<file path="config.mk">
export PLATFORM = sky130hd
export DESIGN_NAME = ssd_spi_regs
export DESIGN_NICKNAME = d
export VERILOG_FILES = /design/src/core/ssd_pkg.sv /design/src/core/ssd_spi_regs.sv
export VERILOG_INCLUDE_DIRS = /design/src /design/src/core
export SDC_FILE = /design/constraint.sdc
export NUM_CORES = 1
export LEC_CHECK = 0
export BUFFER_PORTS_ARGS = -buffer_cell sky130_fd_sc_hd__buf_4
export CAP_MARGIN = 10
export CORE_MARGIN = 5
export CORE_UTILIZATION = 25
export DETAILED_ROUTE_END_ITERATION = 16
export GPL_ROUTABILITY_DRIVEN = 0
export HOLD_SLACK_MARGIN = 0.08
export REMOVE_ABC_BUFFERS = 1
export SETUP_SLACK_MARGIN = 0.05
export SYNTH_ARGS = -nofsm -noshare
export SYNTH_HDL_FRONTEND = slang
export SYNTH_SLANG_ARGS = --single-unit
</file>
<file path="constraint.sdc">
create_clock -name i_clk -period 3.28 [get_ports i_clk]
set_input_delay 0 -clock i_clk [delete_from_list [all_inputs] [get_ports i_clk]]
set_output_delay 0 -clock i_clk [all_outputs]
set_load 0.01 [all_outputs]
</file>
<file path="src/core/ssd_map.svh">
// Register map, field positions, reset values and divider counts of the serial port
`ifndef SSD_MAP_SVH
`define SSD_MAP_SVH

// ----------------------------------------------------------------------------
// Register indices (byte address is four times the index)
// ----------------------------------------------------------------------------
`define SSD_IDX_DATA 8'h21
`define SSD_IDX_CTRL 8'h22
`define SSD_IDX_CSR 8'h23
`define SSD_IDX_EVT 8'h24
`define SSD_IDX_MASK 8'h25

// ----------------------------------------------------------------------------
// Control/status field positions
// ----------------------------------------------------------------------------
`define SSD_CSR_DONE 7
`define SSD_CSR_WCOL 6
`define SSD_CSR_OVR 5
`define SSD_CSR_MFAULT 4
`define SSD_CSR_RSVD 3
`define SSD_CSR_OUTDIS 2
`define SSD_CSR_SELSOFT 1
`define SSD_CSR_SOFTLVL 0

// ----------------------------------------------------------------------------
// Event status / mask bit positions
// ----------------------------------------------------------------------------
`define SSD_EVT_DONE 0
`define SSD_EVT_MFAULT 1
`define SSD_EVT_OVR 2
`define SSD_EVT_WCOL 3

// ----------------------------------------------------------------------------
// Reset values
// ----------------------------------------------------------------------------
`define SSD_CTRL_RST 8'h00
`define SSD_CSR_RST 8'h00
`define SSD_EVT_RST 4'h0

// ----------------------------------------------------------------------------
// Half periods of the master serial clock, in clock cycles, and serial clock edges per byte
// ----------------------------------------------------------------------------
`define SSD_HALF_DIV4 7'h02
`define SSD_HALF_DIV8 7'h04
`define SSD_HALF_DIV16 7'h08
`define SSD_HALF_DIV32 7'h10
`define SSD_HALF_DIV64 7'h20
`define SSD_HALF_DIV128 7'h40
`define SSD_EDGES_PER_BYTE 5'h10

`endif

</file>
<file path="src/core/ssd_pkg.sv">
// Types shared by the serial port register block
package ssd_pkg;

   // Control register layout
   typedef struct packed {
      logic irq_en;
      logic port_en;
      logic div_en;
      logic master_select;
      logic cpol;
      logic cpha;
      logic [1:0] rate;
   } ssd_ctrl_t;

   // Serial pins seen from outside
   typedef struct packed {
      logic sclk;
      logic mosi;
      logic miso;
      logic ss_n;
   } ssd_pad_in_t;

   // Serial pins driven by the block
   typedef struct packed {
      logic sclk;
      logic sclk_oe;
      logic mosi;
      logic mosi_oe;
      logic miso;
      logic miso_oe;
   } ssd_pad_out_t;

   // Master clock generator state
   typedef enum logic [0:0] {SSD_IDLE, SSD_RUN} ssd_state_t;

endpackage

</file>
<file path="src/core/ssd_spi_regs.sv">
// Byte-wide serial peripheral: status, select control, data buffer, APB slave
//
// The APB register port was chosen for this implementation.
`timescale 1ns/1ns
`include "ssd_map.svh"
// ----------------------------------------------------------------------------
// Operation
// RQ1: master mode sees select low, set fault flag
// RQ2: fault flag with irq enable raises interrupt
// RQ3: fault clears after control access then write
// RQ4: reserved status bit written zero, reads zero
// RQ5: output disable releases serial data output
// RQ6: data output driven only with port enabled
// RQ7: soft select source ignores pin, frees it
// RQ8: soft level zero selects, one deselects
// RQ9: master data write starts a byte
// RQ10: completion copies shift register to buffer
// RQ11: data read returns buffer, not shifter
// RQ12: writes ignored while done flag uncleared
// RQ13: data write loads shift register directly
// RQ14: data, control, status at indices 21h-23h
// RQ15: data register has no defined reset
// RQ16: fault clears port enable and master select
// RQ17: one irq from done, fault, overrun flags
// RQ18: fault uses effective internal select
// ----------------------------------------------------------------------------
module ssd_spi_regs #(
   parameter int ADDR_W = 12
) (
   // Clock, reset, enable
   input wire logic i_clk,
   input wire logic i_nrst,
   input wire logic i_ce,
   // APB slave
   input wire logic i_psel,
   input wire logic i_penable,
   input wire logic i_pwrite,
   input wire logic [ADDR_W-1:0] i_paddr,
   input wire logic [31:0] i_pwdata,
   input wire logic [3:0] i_pstrb,
   output logic [31:0] o_prdata,
   output logic o_pready,
   output logic o_pslverr,
   // Serial pins
   input wire ssd_pkg::ssd_pad_in_t i_pad,
   output ssd_pkg::ssd_pad_out_t o_pad,
   output logic o_ss_pin_free,
   // Interrupt
   output logic o_irq
);
   import ssd_pkg::*;

   // ----------------------------------------------------------------------------
   // Parameter check
   // ----------------------------------------------------------------------------
   generate
      if (ADDR_W < 10) begin : g_bad_addr
         $error("ADDR_W must be at least 10");
      end
   endgenerate

   // ----------------------------------------------------------------------------
   // Declarations
   // ----------------------------------------------------------------------------
   ssd_ctrl_t ctrl;
   ssd_state_t state;
   logic out_dis, sel_soft, soft_level;
   logic done_flag, wcol, ovr, mfault;
   logic done_armed, mfault_armed;
   logic [3:0] evt_stat, evt_mask;
   logic [7:0] shifter, rx_hold, rx_buf, next_rdata;
   logic in_bit, sclk_lvl, sclk_d3;
   logic [3:0] bit_cnt;
   logic [4:0] edge_cnt;
   logic [6:0] div_cnt, half_div;
   logic [3:0] sync1, sync2;
   ssd_pad_in_t pin;
   logic [7:0] idx;
   logic aligned, hit_data, hit_ctrl, hit_csr, hit_evt, hit_mask, mapped;
   logic apb_done, wr, rd, acc_ctrl, acc_csr, acc_data;
   logic sel_n, mf_evt, busy, dr_write, dr_ok, start;
   logic tick, edge_ev, lead, sample_ev, shift_ev, din, last_sample, xfer_end;
   logic [7:0] rx_byte;

   // ----------------------------------------------------------------------------
   // Pin synchronisers
   // ----------------------------------------------------------------------------
   // Two flops per pin before any logic looks at it
   genvar gi;
   generate
      for (gi = 0; gi < 4; gi++) begin : g_sync
         always_ff @(posedge i_clk or negedge i_nrst) begin
            if (!i_nrst) begin
               sync1[gi] <= 1'b1;
               sync2[gi] <= 1'b1;
            end else if (i_ce) begin
               sync1[gi] <= i_pad[gi];
               sync2[gi] <= sync1[gi];
            end
         end
      end
   endgenerate
   assign pin = sync2;

   // Delayed serial clock for edge finding
   always_ff @(posedge i_clk or negedge i_nrst) begin
      if (!i_nrst) begin
         sclk_d3 <= 1'b0;
      end else if (i_ce) begin
         sclk_d3 <= pin.sclk;
      end
   end

   // ----------------------------------------------------------------------------
   // APB decode
   // ----------------------------------------------------------------------------
   assign idx = i_paddr[9:2];
   assign aligned = (i_paddr[1:0] == 2'h0) && (i_paddr >> 10) == '0;
   // Register indices
   assign hit_data = aligned && idx == `SSD_IDX_DATA; // RQ14
   assign hit_ctrl = aligned && idx == `SSD_IDX_CTRL; // RQ14
   assign hit_csr = aligned && idx == `SSD_IDX_CSR; // RQ14
   assign hit_evt = aligned && idx == `SSD_IDX_EVT;
   assign hit_mask = aligned && idx == `SSD_IDX_MASK;
   assign mapped = hit_data | hit_ctrl | hit_csr | hit_evt | hit_mask;

   // Zero wait states; the access phase completes at once
   assign o_pready = i_psel & i_penable & i_ce;
   assign apb_done = o_pready;
   assign o_pslverr = apb_done & ~mapped;
   assign wr = apb_done & i_pwrite & i_pstrb[0] & mapped;
   assign rd = apb_done & ~i_pwrite & mapped;
   assign acc_ctrl = apb_done & hit_ctrl;
   assign acc_csr = apb_done & hit_csr;
   assign acc_data = apb_done & hit_data;

   // Read mux
   always_comb begin
      next_rdata = 8'h00;
      if (hit_data) begin
         next_rdata = rx_buf; // RQ11
      end else if (hit_ctrl) begin
         next_rdata = ctrl;
      end else if (hit_csr) begin
         next_rdata = {done_flag, wcol, ovr, mfault, 1'b0, out_dis, sel_soft, soft_level}; // RQ4
      end else if (hit_evt) begin
         next_rdata = {4'h0, evt_stat};
      end else if (hit_mask) begin
         next_rdata = {4'h0, evt_mask};
      end
   end

   // Read data captured in the setup cycle
   always_ff @(posedge i_clk or negedge i_nrst) begin
      if (!i_nrst) begin
         o_prdata <= 32'h00000000;
      end else if (i_ce && i_psel && !i_penable) begin
         o_prdata <= {24'h000000, next_rdata};
      end
   end

   // ----------------------------------------------------------------------------
   // Select and mode fault
   // ----------------------------------------------------------------------------
   assign sel_n = sel_soft ? soft_level : pin.ss_n; // RQ7 RQ8
   assign mf_evt = ctrl.master_select & ~sel_n; // RQ1 RQ18
   assign o_ss_pin_free = sel_soft | ~ctrl.port_en; // RQ7

   // Data register write acceptance
   assign busy = (state == SSD_RUN) | (bit_cnt != 4'h0);
   assign dr_write = wr & hit_data;
   assign dr_ok = dr_write & ~(done_flag & ~done_armed) & ~busy; // RQ12
   assign start = dr_ok & ctrl.master_select & ctrl.port_en & ~mf_evt; // RQ9

   // Control register; hardware clears port enable and master select on fault
   always_ff @(posedge i_clk or negedge i_nrst) begin
      if (!i_nrst) begin
         ctrl <= `SSD_CTRL_RST;
      end else if (i_ce) begin
         if (wr && hit_ctrl) begin
            ctrl <= i_pwdata[7:0];
         end
         if (mf_evt) begin
            ctrl.port_en <= 1'b0; // RQ16
            ctrl.master_select <= 1'b0; // RQ16
         end
      end
   end

   // Software-owned status bits
   always_ff @(posedge i_clk or negedge i_nrst) begin
      if (!i_nrst) begin
         out_dis <= 1'b0;
         sel_soft <= 1'b0;
         soft_level <= 1'b0;
      end else if (i_ce && wr && hit_csr) begin
         out_dis <= i_pwdata[`SSD_CSR_OUTDIS];
         sel_soft <= i_pwdata[`SSD_CSR_SELSOFT];
         soft_level <= i_pwdata[`SSD_CSR_SOFTLVL];
      end
   end

   // Mode fault flag with two-step clear
   always_ff @(posedge i_clk or negedge i_nrst) begin
      if (!i_nrst) begin
         mfault <= 1'b0;
         mfault_armed <= 1'b0;
      end else if (i_ce) begin
         if (mf_evt) begin
            mfault <= 1'b1; // RQ1
            mfault_armed <= 1'b0;
         end else if (wr && hit_ctrl && mfault_armed) begin
            mfault <= 1'b0; // RQ3
            mfault_armed <= 1'b0;
         end else if (acc_ctrl && mfault) begin
            mfault_armed <= 1'b1; // RQ3
         end
      end
   end

   // Done flag: status read then data access clears it
   always_ff @(posedge i_clk or negedge i_nrst) begin
      if (!i_nrst) begin
         done_flag <= 1'b0;
         done_armed <= 1'b0;
      end else if (i_ce) begin
         if (xfer_end) begin
            done_flag <= 1'b1;
            done_armed <= 1'b0;
         end else if (acc_data && done_armed) begin
            done_flag <= 1'b0;
            done_armed <= 1'b0;
         end else if (rd && hit_csr && done_flag) begin
            done_armed <= 1'b1; // RQ12
         end
      end
   end

   // Overrun and write collision flags; set wins over clear
   always_ff @(posedge i_clk or negedge i_nrst) begin
      if (!i_nrst) begin
         ovr <= 1'b0;
         wcol <= 1'b0;
      end else if (i_ce) begin
         if (xfer_end && done_flag) begin
            ovr <= 1'b1;
         end else if (rd && hit_csr) begin
            ovr <= 1'b0;
         end
         if (dr_write && busy) begin
            wcol <= 1'b1;
         end else if (acc_data && done_armed) begin
            wcol <= 1'b0;
         end
      end
   end

   // ----------------------------------------------------------------------------
   // Serial clock and edges
   // ----------------------------------------------------------------------------
   // Half period from rate select
   always_comb begin
      case ({ctrl.div_en, ctrl.rate})
         3'h4: half_div = `SSD_HALF_DIV4;
         3'h0: half_div = `SSD_HALF_DIV8;
         3'h1: half_div = `SSD_HALF_DIV16;
         3'h6: half_div = `SSD_HALF_DIV32;
         3'h2: half_div = `SSD_HALF_DIV64;
         3'h3: half_div = `SSD_HALF_DIV128;
         default: half_div = `SSD_HALF_DIV8;
      endcase
   end

   assign tick = (state == SSD_RUN) && (div_cnt == half_div - 7'h01);
   assign edge_ev = ctrl.master_select ? tick :
                    (ctrl.port_en & ~sel_n & (pin.sclk != sclk_d3));
   assign lead = ctrl.master_select ? (sclk_lvl == ctrl.cpol) : (pin.sclk != ctrl.cpol);
   assign sample_ev = edge_ev & (lead ^ ctrl.cpha);
   assign shift_ev = edge_ev & ~(lead ^ ctrl.cpha);
   assign din = ctrl.master_select ? pin.miso : pin.mosi;
   assign last_sample = sample_ev && bit_cnt == 4'h7;
   assign xfer_end = ctrl.master_select ? (tick && edge_cnt == `SSD_EDGES_PER_BYTE - 5'h01)
                                        : last_sample;
   assign rx_byte = last_sample ? {shifter[6:0], din} : rx_hold;

   // Master clock generator
   always_ff @(posedge i_clk or negedge i_nrst) begin
      if (!i_nrst) begin
         state <= SSD_IDLE;
         div_cnt <= 7'h00;
         edge_cnt <= 5'h00;
         sclk_lvl <= 1'b0;
      end else if (i_ce) begin
         case (state)
            SSD_IDLE: begin
               sclk_lvl <= ctrl.cpol;
               div_cnt <= 7'h00;
               edge_cnt <= 5'h00;
               if (start) begin
                  state <= SSD_RUN; // RQ9
               end
            end
            SSD_RUN: begin
               if (mf_evt || !ctrl.master_select) begin
                  state <= SSD_IDLE;
               end else if (tick) begin
                  div_cnt <= 7'h00;
                  sclk_lvl <= ~sclk_lvl;
                  edge_cnt <= edge_cnt + 5'h01;
                  if (xfer_end) begin
                     state <= SSD_IDLE;
                  end
               end else begin
                  div_cnt <= div_cnt + 7'h01;
               end
            end
            default: state <= SSD_IDLE;
         endcase
      end
   end

   // ----------------------------------------------------------------------------
   // Shift register and receive buffer
   // ----------------------------------------------------------------------------
   // Shifter, sampled bit and bit count
   always_ff @(posedge i_clk or negedge i_nrst) begin
      if (!i_nrst) begin
         shifter <= 8'h00;
         in_bit <= 1'b0;
         bit_cnt <= 4'h0;
         rx_hold <= 8'h00;
      end else if (i_ce) begin
         if (dr_ok) begin
            shifter <= i_pwdata[7:0]; // RQ13
         end else if (!ctrl.master_select && (sel_n || !ctrl.port_en)) begin
            bit_cnt <= 4'h0;
         end else if (ctrl.master_select && state == SSD_IDLE) begin
            bit_cnt <= 4'h0;
         end else if (sample_ev) begin
            in_bit <= din;
            if (last_sample) begin
               rx_hold <= {shifter[6:0], din};
               bit_cnt <= 4'h0;
            end else begin
               bit_cnt <= bit_cnt + 4'h1;
            end
         end else if (shift_ev && bit_cnt != 4'h0) begin
            shifter <= {shifter[6:0], in_bit};
         end
      end
   end

   // Receive buffer, no reset value
   always_ff @(posedge i_clk) begin
      if (i_ce && xfer_end && !done_flag) begin
         rx_buf <= rx_byte; // RQ10 RQ15
      end
   end

   // ----------------------------------------------------------------------------
   // Pins
   // ----------------------------------------------------------------------------
   always_comb begin
      o_pad.sclk = sclk_lvl;
      o_pad.sclk_oe = ctrl.port_en & ctrl.master_select;
      o_pad.mosi = shifter[7];
      o_pad.mosi_oe = ctrl.port_en & ctrl.master_select & ~out_dis; // RQ5 RQ6
      o_pad.miso = shifter[7];
      o_pad.miso_oe = ctrl.port_en & ~ctrl.master_select & ~out_dis & ~sel_n; // RQ5 RQ6
   end

   // ----------------------------------------------------------------------------
   // Events and interrupt
   // ----------------------------------------------------------------------------
   // Sticky events, write one to clear, set wins
   always_ff @(posedge i_clk or negedge i_nrst) begin
      if (!i_nrst) begin
         evt_stat <= `SSD_EVT_RST;
         evt_mask <= `SSD_EVT_RST;
      end else if (i_ce) begin
         evt_stat <= (evt_stat & ~((wr && hit_evt) ? i_pwdata[3:0] : 4'h0))
                     | {dr_write & busy, xfer_end & done_flag, mf_evt, xfer_end};
         if (wr && hit_mask) begin
            evt_mask <= i_pwdata[3:0];
         end
      end
   end

   // Single level interrupt
   always_ff @(posedge i_clk or negedge i_nrst) begin
      if (!i_nrst) begin
         o_irq <= 1'b0;
      end else if (i_ce) begin
         o_irq <= (ctrl.irq_en & (done_flag | mfault | ovr)) // RQ2 RQ17
                  | (|(evt_stat & evt_mask));
      end
   end

endmodule

</file>
==> impl_summary.md <==
CTS
Clock tree synthesis found a total of 86 sinks. The number of H-tree levels is 3. The count of instances resized after the clock tree is built is 0. The post-CTS repair timing setup buffer count is 0. The number of buffers inserted during clock tree synthesis is 9. CTS placed an instance of sky130_fd_sc_hd__clkbuf_16 at the clock tree root. The buffer depth of the longest clock path is 2. The clock reaches the later pin of the worst-skew pair after around 0.34 ns.

TritonCTS built the clock tree. The clock edge transition at the registers on the reported setup and hold paths is around 0.070 ns.

Global routing
The aggregate global routing overflow is 0. The fraction of met1 tracks used by global routing is between 10% and 20%. Global routing used under 10% of the available met3 tracks. The initial antenna violation count is 0. Global routing used about 17% of the available met2 tracks. The busiest layer in global routing is met2. Entering global routing, the biggest net connects ~80 pins. Across every metal layer, demand over resource in global routing totals 10.8%. The via count of the first global-routing pass is 3498. The global-route wire length before repair is about 19 mm.

Route
Dividing the detail-routed via count by the number of cells gives around 4.7. The post-detailed-route count of antenna-violating nets is 0. Summed over all layers, the routed wires come to ~12 mm. The routed wirelength normalized by instance count is 15.7 microns. The detailed-routing iteration count for the pre-antenna-repair pass is 4.

The vias after detailed routing is 3467. In the routed design, unresolved DRC markers number 0. For this block, the initial DRC count from the detailed router was 220.

Yosys
Synthesis produced a netlist whose cell count is approximately 430. The count of yosys warnings during synthesis is 0. After synthesis, the netlist uses 67 different library cells.

The total standard cell area after synthesis is ~4700 sq um. The fraction of registers with async set or reset after synthesis is slightly above 90%. The post-synthesis sequential area ratio is a little under half.

The flip-flop cell with the highest count after synthesis is sky130_fd_sc_hd__dfrtp_1. Synthesis inferred 86 register bits. Yosys mapped a number of flops with a built-in enable equal to 8.

A synthesized cell averages about 11 sq um.

Setup path
The type of destination of the critical path is a flip-flop. The worst setup path is of the reg2reg kind. Among all stages on the critical path, the largest delay is contributed by sky130_fd_sc_hd__dfrtp_1. STA classifies the critical path startpoint as a flip-flop. The data required time of the worst path is between 3 and 4 ns. The critical-path maximum fanout is 10. The largest single stage delay on the critical path is a little over 0.5 ns. Walking the worst path, the cells encountered are or2_0 > and3_1 > nor4_1 > a41o_1 > nor2b_1 > buf_4 > mux2_4.

At the worst endpoint, the arrival time is between 2 and 3 ns.

Floorplanning
The number of top-level pins is 100. The vertical extent of the die is around 150 microns. The floorplan has 50 rows. The total core area is 18600 sq um.

In this run the horizontal extent of the chip is ~150 microns. The starting density of the core is between 20 and 30%. The die covers roughly 22000 sq um.

Placed design
The count of input and output buffers is 48. After detailed placement, the design holds a cell count of 702. Timing analysis after detailed placement gives a worst setup slack of 0.811 ns. The final HPWL from detailed placement is 8.59 mm.

Timing
The setup clock skew after layout is roughly 0.009 ns. The final-layout setup total negative slack is 0 ns. The remaining max-slew budget at the tightest pin is 33.1%. The maximum frequency from static timing analysis is around 400 MHz. The number of setup violations in the final report is 0. The final critical delay including setup and external delays is between 2 and 3 ns.

The count of endpoints failing hold in the final timing report was 0. The final critical path takes up 76.4% of the cycle. Setup repair after global routing left no endpoint under its margin. The number of pins exceeding their max-slew limit in the final report was 0. Setup slack on the critical path of the routed design comes to between 0.7 and 0.8 ns.

The transition at the pin with the smallest max-transition slack is between 1 and 1.5 ns.

Cells and area
Relative to the synthesized area, the layout overhead comes to 20.7%. The repair_antennas step left the layout with diodes totalling 0. The post-route core utilization is 30.5%. The count of cells in the finished layout, fillers not included, comes to 733.

In the final design database the tool counted 557 nets. The share of cells above drive strength 1 is around 26%.

Outcome
The flow ran to the end, and the final reports show no timing, DRC or antenna violations.

Worst hold path
The min-delay analysis places its worst path in the category in2reg.

Power
Across the VDD grid, the largest voltage drop is 234 uV. The overall power after layout is roughly 2.5 mW. The power per standard cell area is 448 nW/um^2.

The standby leakage power is 2.59 nW.

Flow run
The max capacitance violation total is 0.
==> what timing repair did <==
| item | CTS | global route |
|---|---|---|
| hold buffers | 15 | 0 |
| setup endpoints to repair | 0 | 0 |
| hold endpoints to repair | 104 | 0 |
==> where the power goes <==
part           internal (mW)  total (mW)  switching (mW)
combinational          0.140       0.311           0.171
clock                  0.596        1.04           0.441
sequential              1.13        1.19          0.0552
total                   1.87        2.54           0.668
==> metal layers <==
metal	share of wire, %	up-vias
met5	0	-
met4	2.7	0
met3	4.4	19
met2	47	94
met1	46	1710
li1	-	1644
==> critical path: cells and delay by family, from the launching register on <==
| kind | cells | cell delay [ns] |
|---|---|---|
| flip-flops | 1 | 0.51 |
| multiplexers | 1 | 0.32 |
| AO/OA/AOI/OAI | 1 | 0.25 |
| AND/OR/NAND/NOR | 4 | 1.09 |
| buffers and inverters | 1 | 0.22 |
==> cell usage after synthesis, types with 3 or more instances <==
cell / instances / area (sq um)
sky130_fd_sc_hd__mux2i_1: 7 / 70.1
sky130_fd_sc_hd__nand2b_1: 6 / 37.5
sky130_fd_sc_hd__inv_1: 10 / 37.5
sky130_fd_sc_hd__nor3b_1: 3 / 22.5
sky130_fd_sc_hd__clkbuf_1: 6 / 22.5
sky130_fd_sc_hd__o21ai_1: 4 / 20.0
sky130_fd_sc_hd__mux2_2: 31 / 349
sky130_fd_sc_hd__a21oi_1: 8 / 40.0
sky130_fd_sc_hd__mux2_1: 21 / 236
sky130_fd_sc_hd__mux2_4: 8 / 120
sky130_fd_sc_hd__xor2_1: 5 / 43.8
sky130_fd_sc_hd__nand3_1: 13 / 65.1
sky130_fd_sc_hd__nand2_1: 42 / 158
sky130_fd_sc_hd__nand4_1: 7 / 43.8
sky130_fd_sc_hd__buf_6: 3 / 33.8
sky130_fd_sc_hd__edfxtp_1: 8 / 240
sky130_fd_sc_hd__a21o_1: 4 / 30.0
sky130_fd_sc_hd__and3_1: 5 / 31.3
sky130_fd_sc_hd__dfrtp_1: 70 / 1750
sky130_fd_sc_hd__a31oi_1: 3 / 18.8
sky130_fd_sc_hd__nor3_1: 11 / 55.1
sky130_fd_sc_hd__buf_4: 27 / 203
sky130_fd_sc_hd__nand3b_1: 4 / 30.0
sky130_fd_sc_hd__dfstp_2: 8 / 210
sky130_fd_sc_hd__nor2_1: 20 / 75.1
sky130_fd_sc_hd__o21ai_0: 19 / 95.1
sky130_fd_sc_hd__a221oi_1: 3 / 26.3
sky130_fd_sc_hd__a22o_1: 3 / 26.3
sky130_fd_sc_hd__ha_1: 5 / 62.6
sky130_fd_sc_hd__xnor2_1: 3 / 26.3
sky130_fd_sc_hd__nor2b_1: 7 / 43.8
sky130_fd_sc_hd__o31ai_1: 3 / 22.5
sky130_fd_sc_hd__a22oi_1: 7 / 52.6
==> stage by stage <==
step | instance area [sq um] | hold WS, ns
2_1_floorplan | 4510 | -0.296
3_3_place_gp | 5220 | 0.216
3_5_place_dp | 5220 | 0.238
4_1_cts | 5670 | 0.0862
5_1_grt | 5670 | 0.102
6_report | 5670 | 0.0936
==> area by class of cell <==
cell class,instances,area (sq um)
repair buffers,71,571
clock inverters,6,70.1
fillers,1882,12900
well taps,234,293
multi-input cells,314,2260
flip-flops and latches,86,2200
clock buffers,10,229
inverters,12,45.0
==> path summary, 6_finish.rpt <==
kind	from	to	slack [ns]	cells after the start
worst max register to register	ctrl[4]$_DFFE_PN0P_	rx_hold[7]$_DFFE_PN0P_	0.78	7
worst max-delay path	ctrl[4]$_DFFE_PN0P_	rx_hold[7]$_DFFE_PN0P_	0.78	7
max in group asynchronous	i_nrst	evt_mask[2]$_DFFE_PN0P_	2.26	2
worst min-delay path	i_paddr[2]	done_armed$_DFFE_PN0P_	0.09	3
worst min register to register	o_prdata[6]$_DFFE_PN0P_	o_prdata[6]$_DFFE_PN0P_	0.49	2
min in group asynchronous	i_nrst	rx_hold[6]$_DFFE_PN0P_	0.36	2
==> kinds of logic after synthesis <==
group	Yosys count	share of synthesized area [%]
AO/OA/AOI/OAI	76	11.3
adder cells (fa/ha/maj)	5	1.33
multiplexers	67	16.5
other	1	0.0798
XOR/XNOR	8	1.49
flip-flops	86	46.9
buffers and inverters	52	6.84
AND/OR/NAND/NOR	134	15.6
==> layout by cell type (no fill, tap or decap), types with 7 or more instances in the layout <==
cell / netlist / layout
sky130_fd_sc_hd__mux2_2: 31 / 31
sky130_fd_sc_hd__dfstp_2: 8 / 8
sky130_fd_sc_hd__nor2_1: 20 / 20
sky130_fd_sc_hd__nor3_1: 11 / 11
sky130_fd_sc_hd__mux2i_1: 7 / 7
sky130_fd_sc_hd__a21oi_1: 8 / 8
sky130_fd_sc_hd__buf_4: 27 / 56
sky130_fd_sc_hd__nand3_1: 13 / 13
sky130_fd_sc_hd__edfxtp_1: 8 / 8
sky130_fd_sc_hd__o21ai_0: 19 / 19
sky130_fd_sc_hd__conb_1: 1 / 24
sky130_fd_sc_hd__dlygate4sd3_1: 0 / 15
sky130_fd_sc_hd__inv_1: 10 / 10
sky130_fd_sc_hd__mux2_4: 8 / 8
sky130_fd_sc_hd__nor2b_1: 7 / 7
sky130_fd_sc_hd__mux2_1: 21 / 21
sky130_fd_sc_hd__nand2_1: 42 / 42
sky130_fd_sc_hd__dfrtp_1: 70 / 70
sky130_fd_sc_hd__clkbuf_16: 0 / 9
sky130_fd_sc_hd__a22oi_1: 7 / 7
sky130_fd_sc_hd__nand4_1: 7 / 7
==> registers in the layout (all words and copies together) (netlist names), 5 cells and up <==
signal	flops
edge_cnt	5
div_cnt	7
rx_buf	8
shifter	8
ctrl	8
rx_hold	8
o_prdata	8
Power figures use the tool's default switching activity.
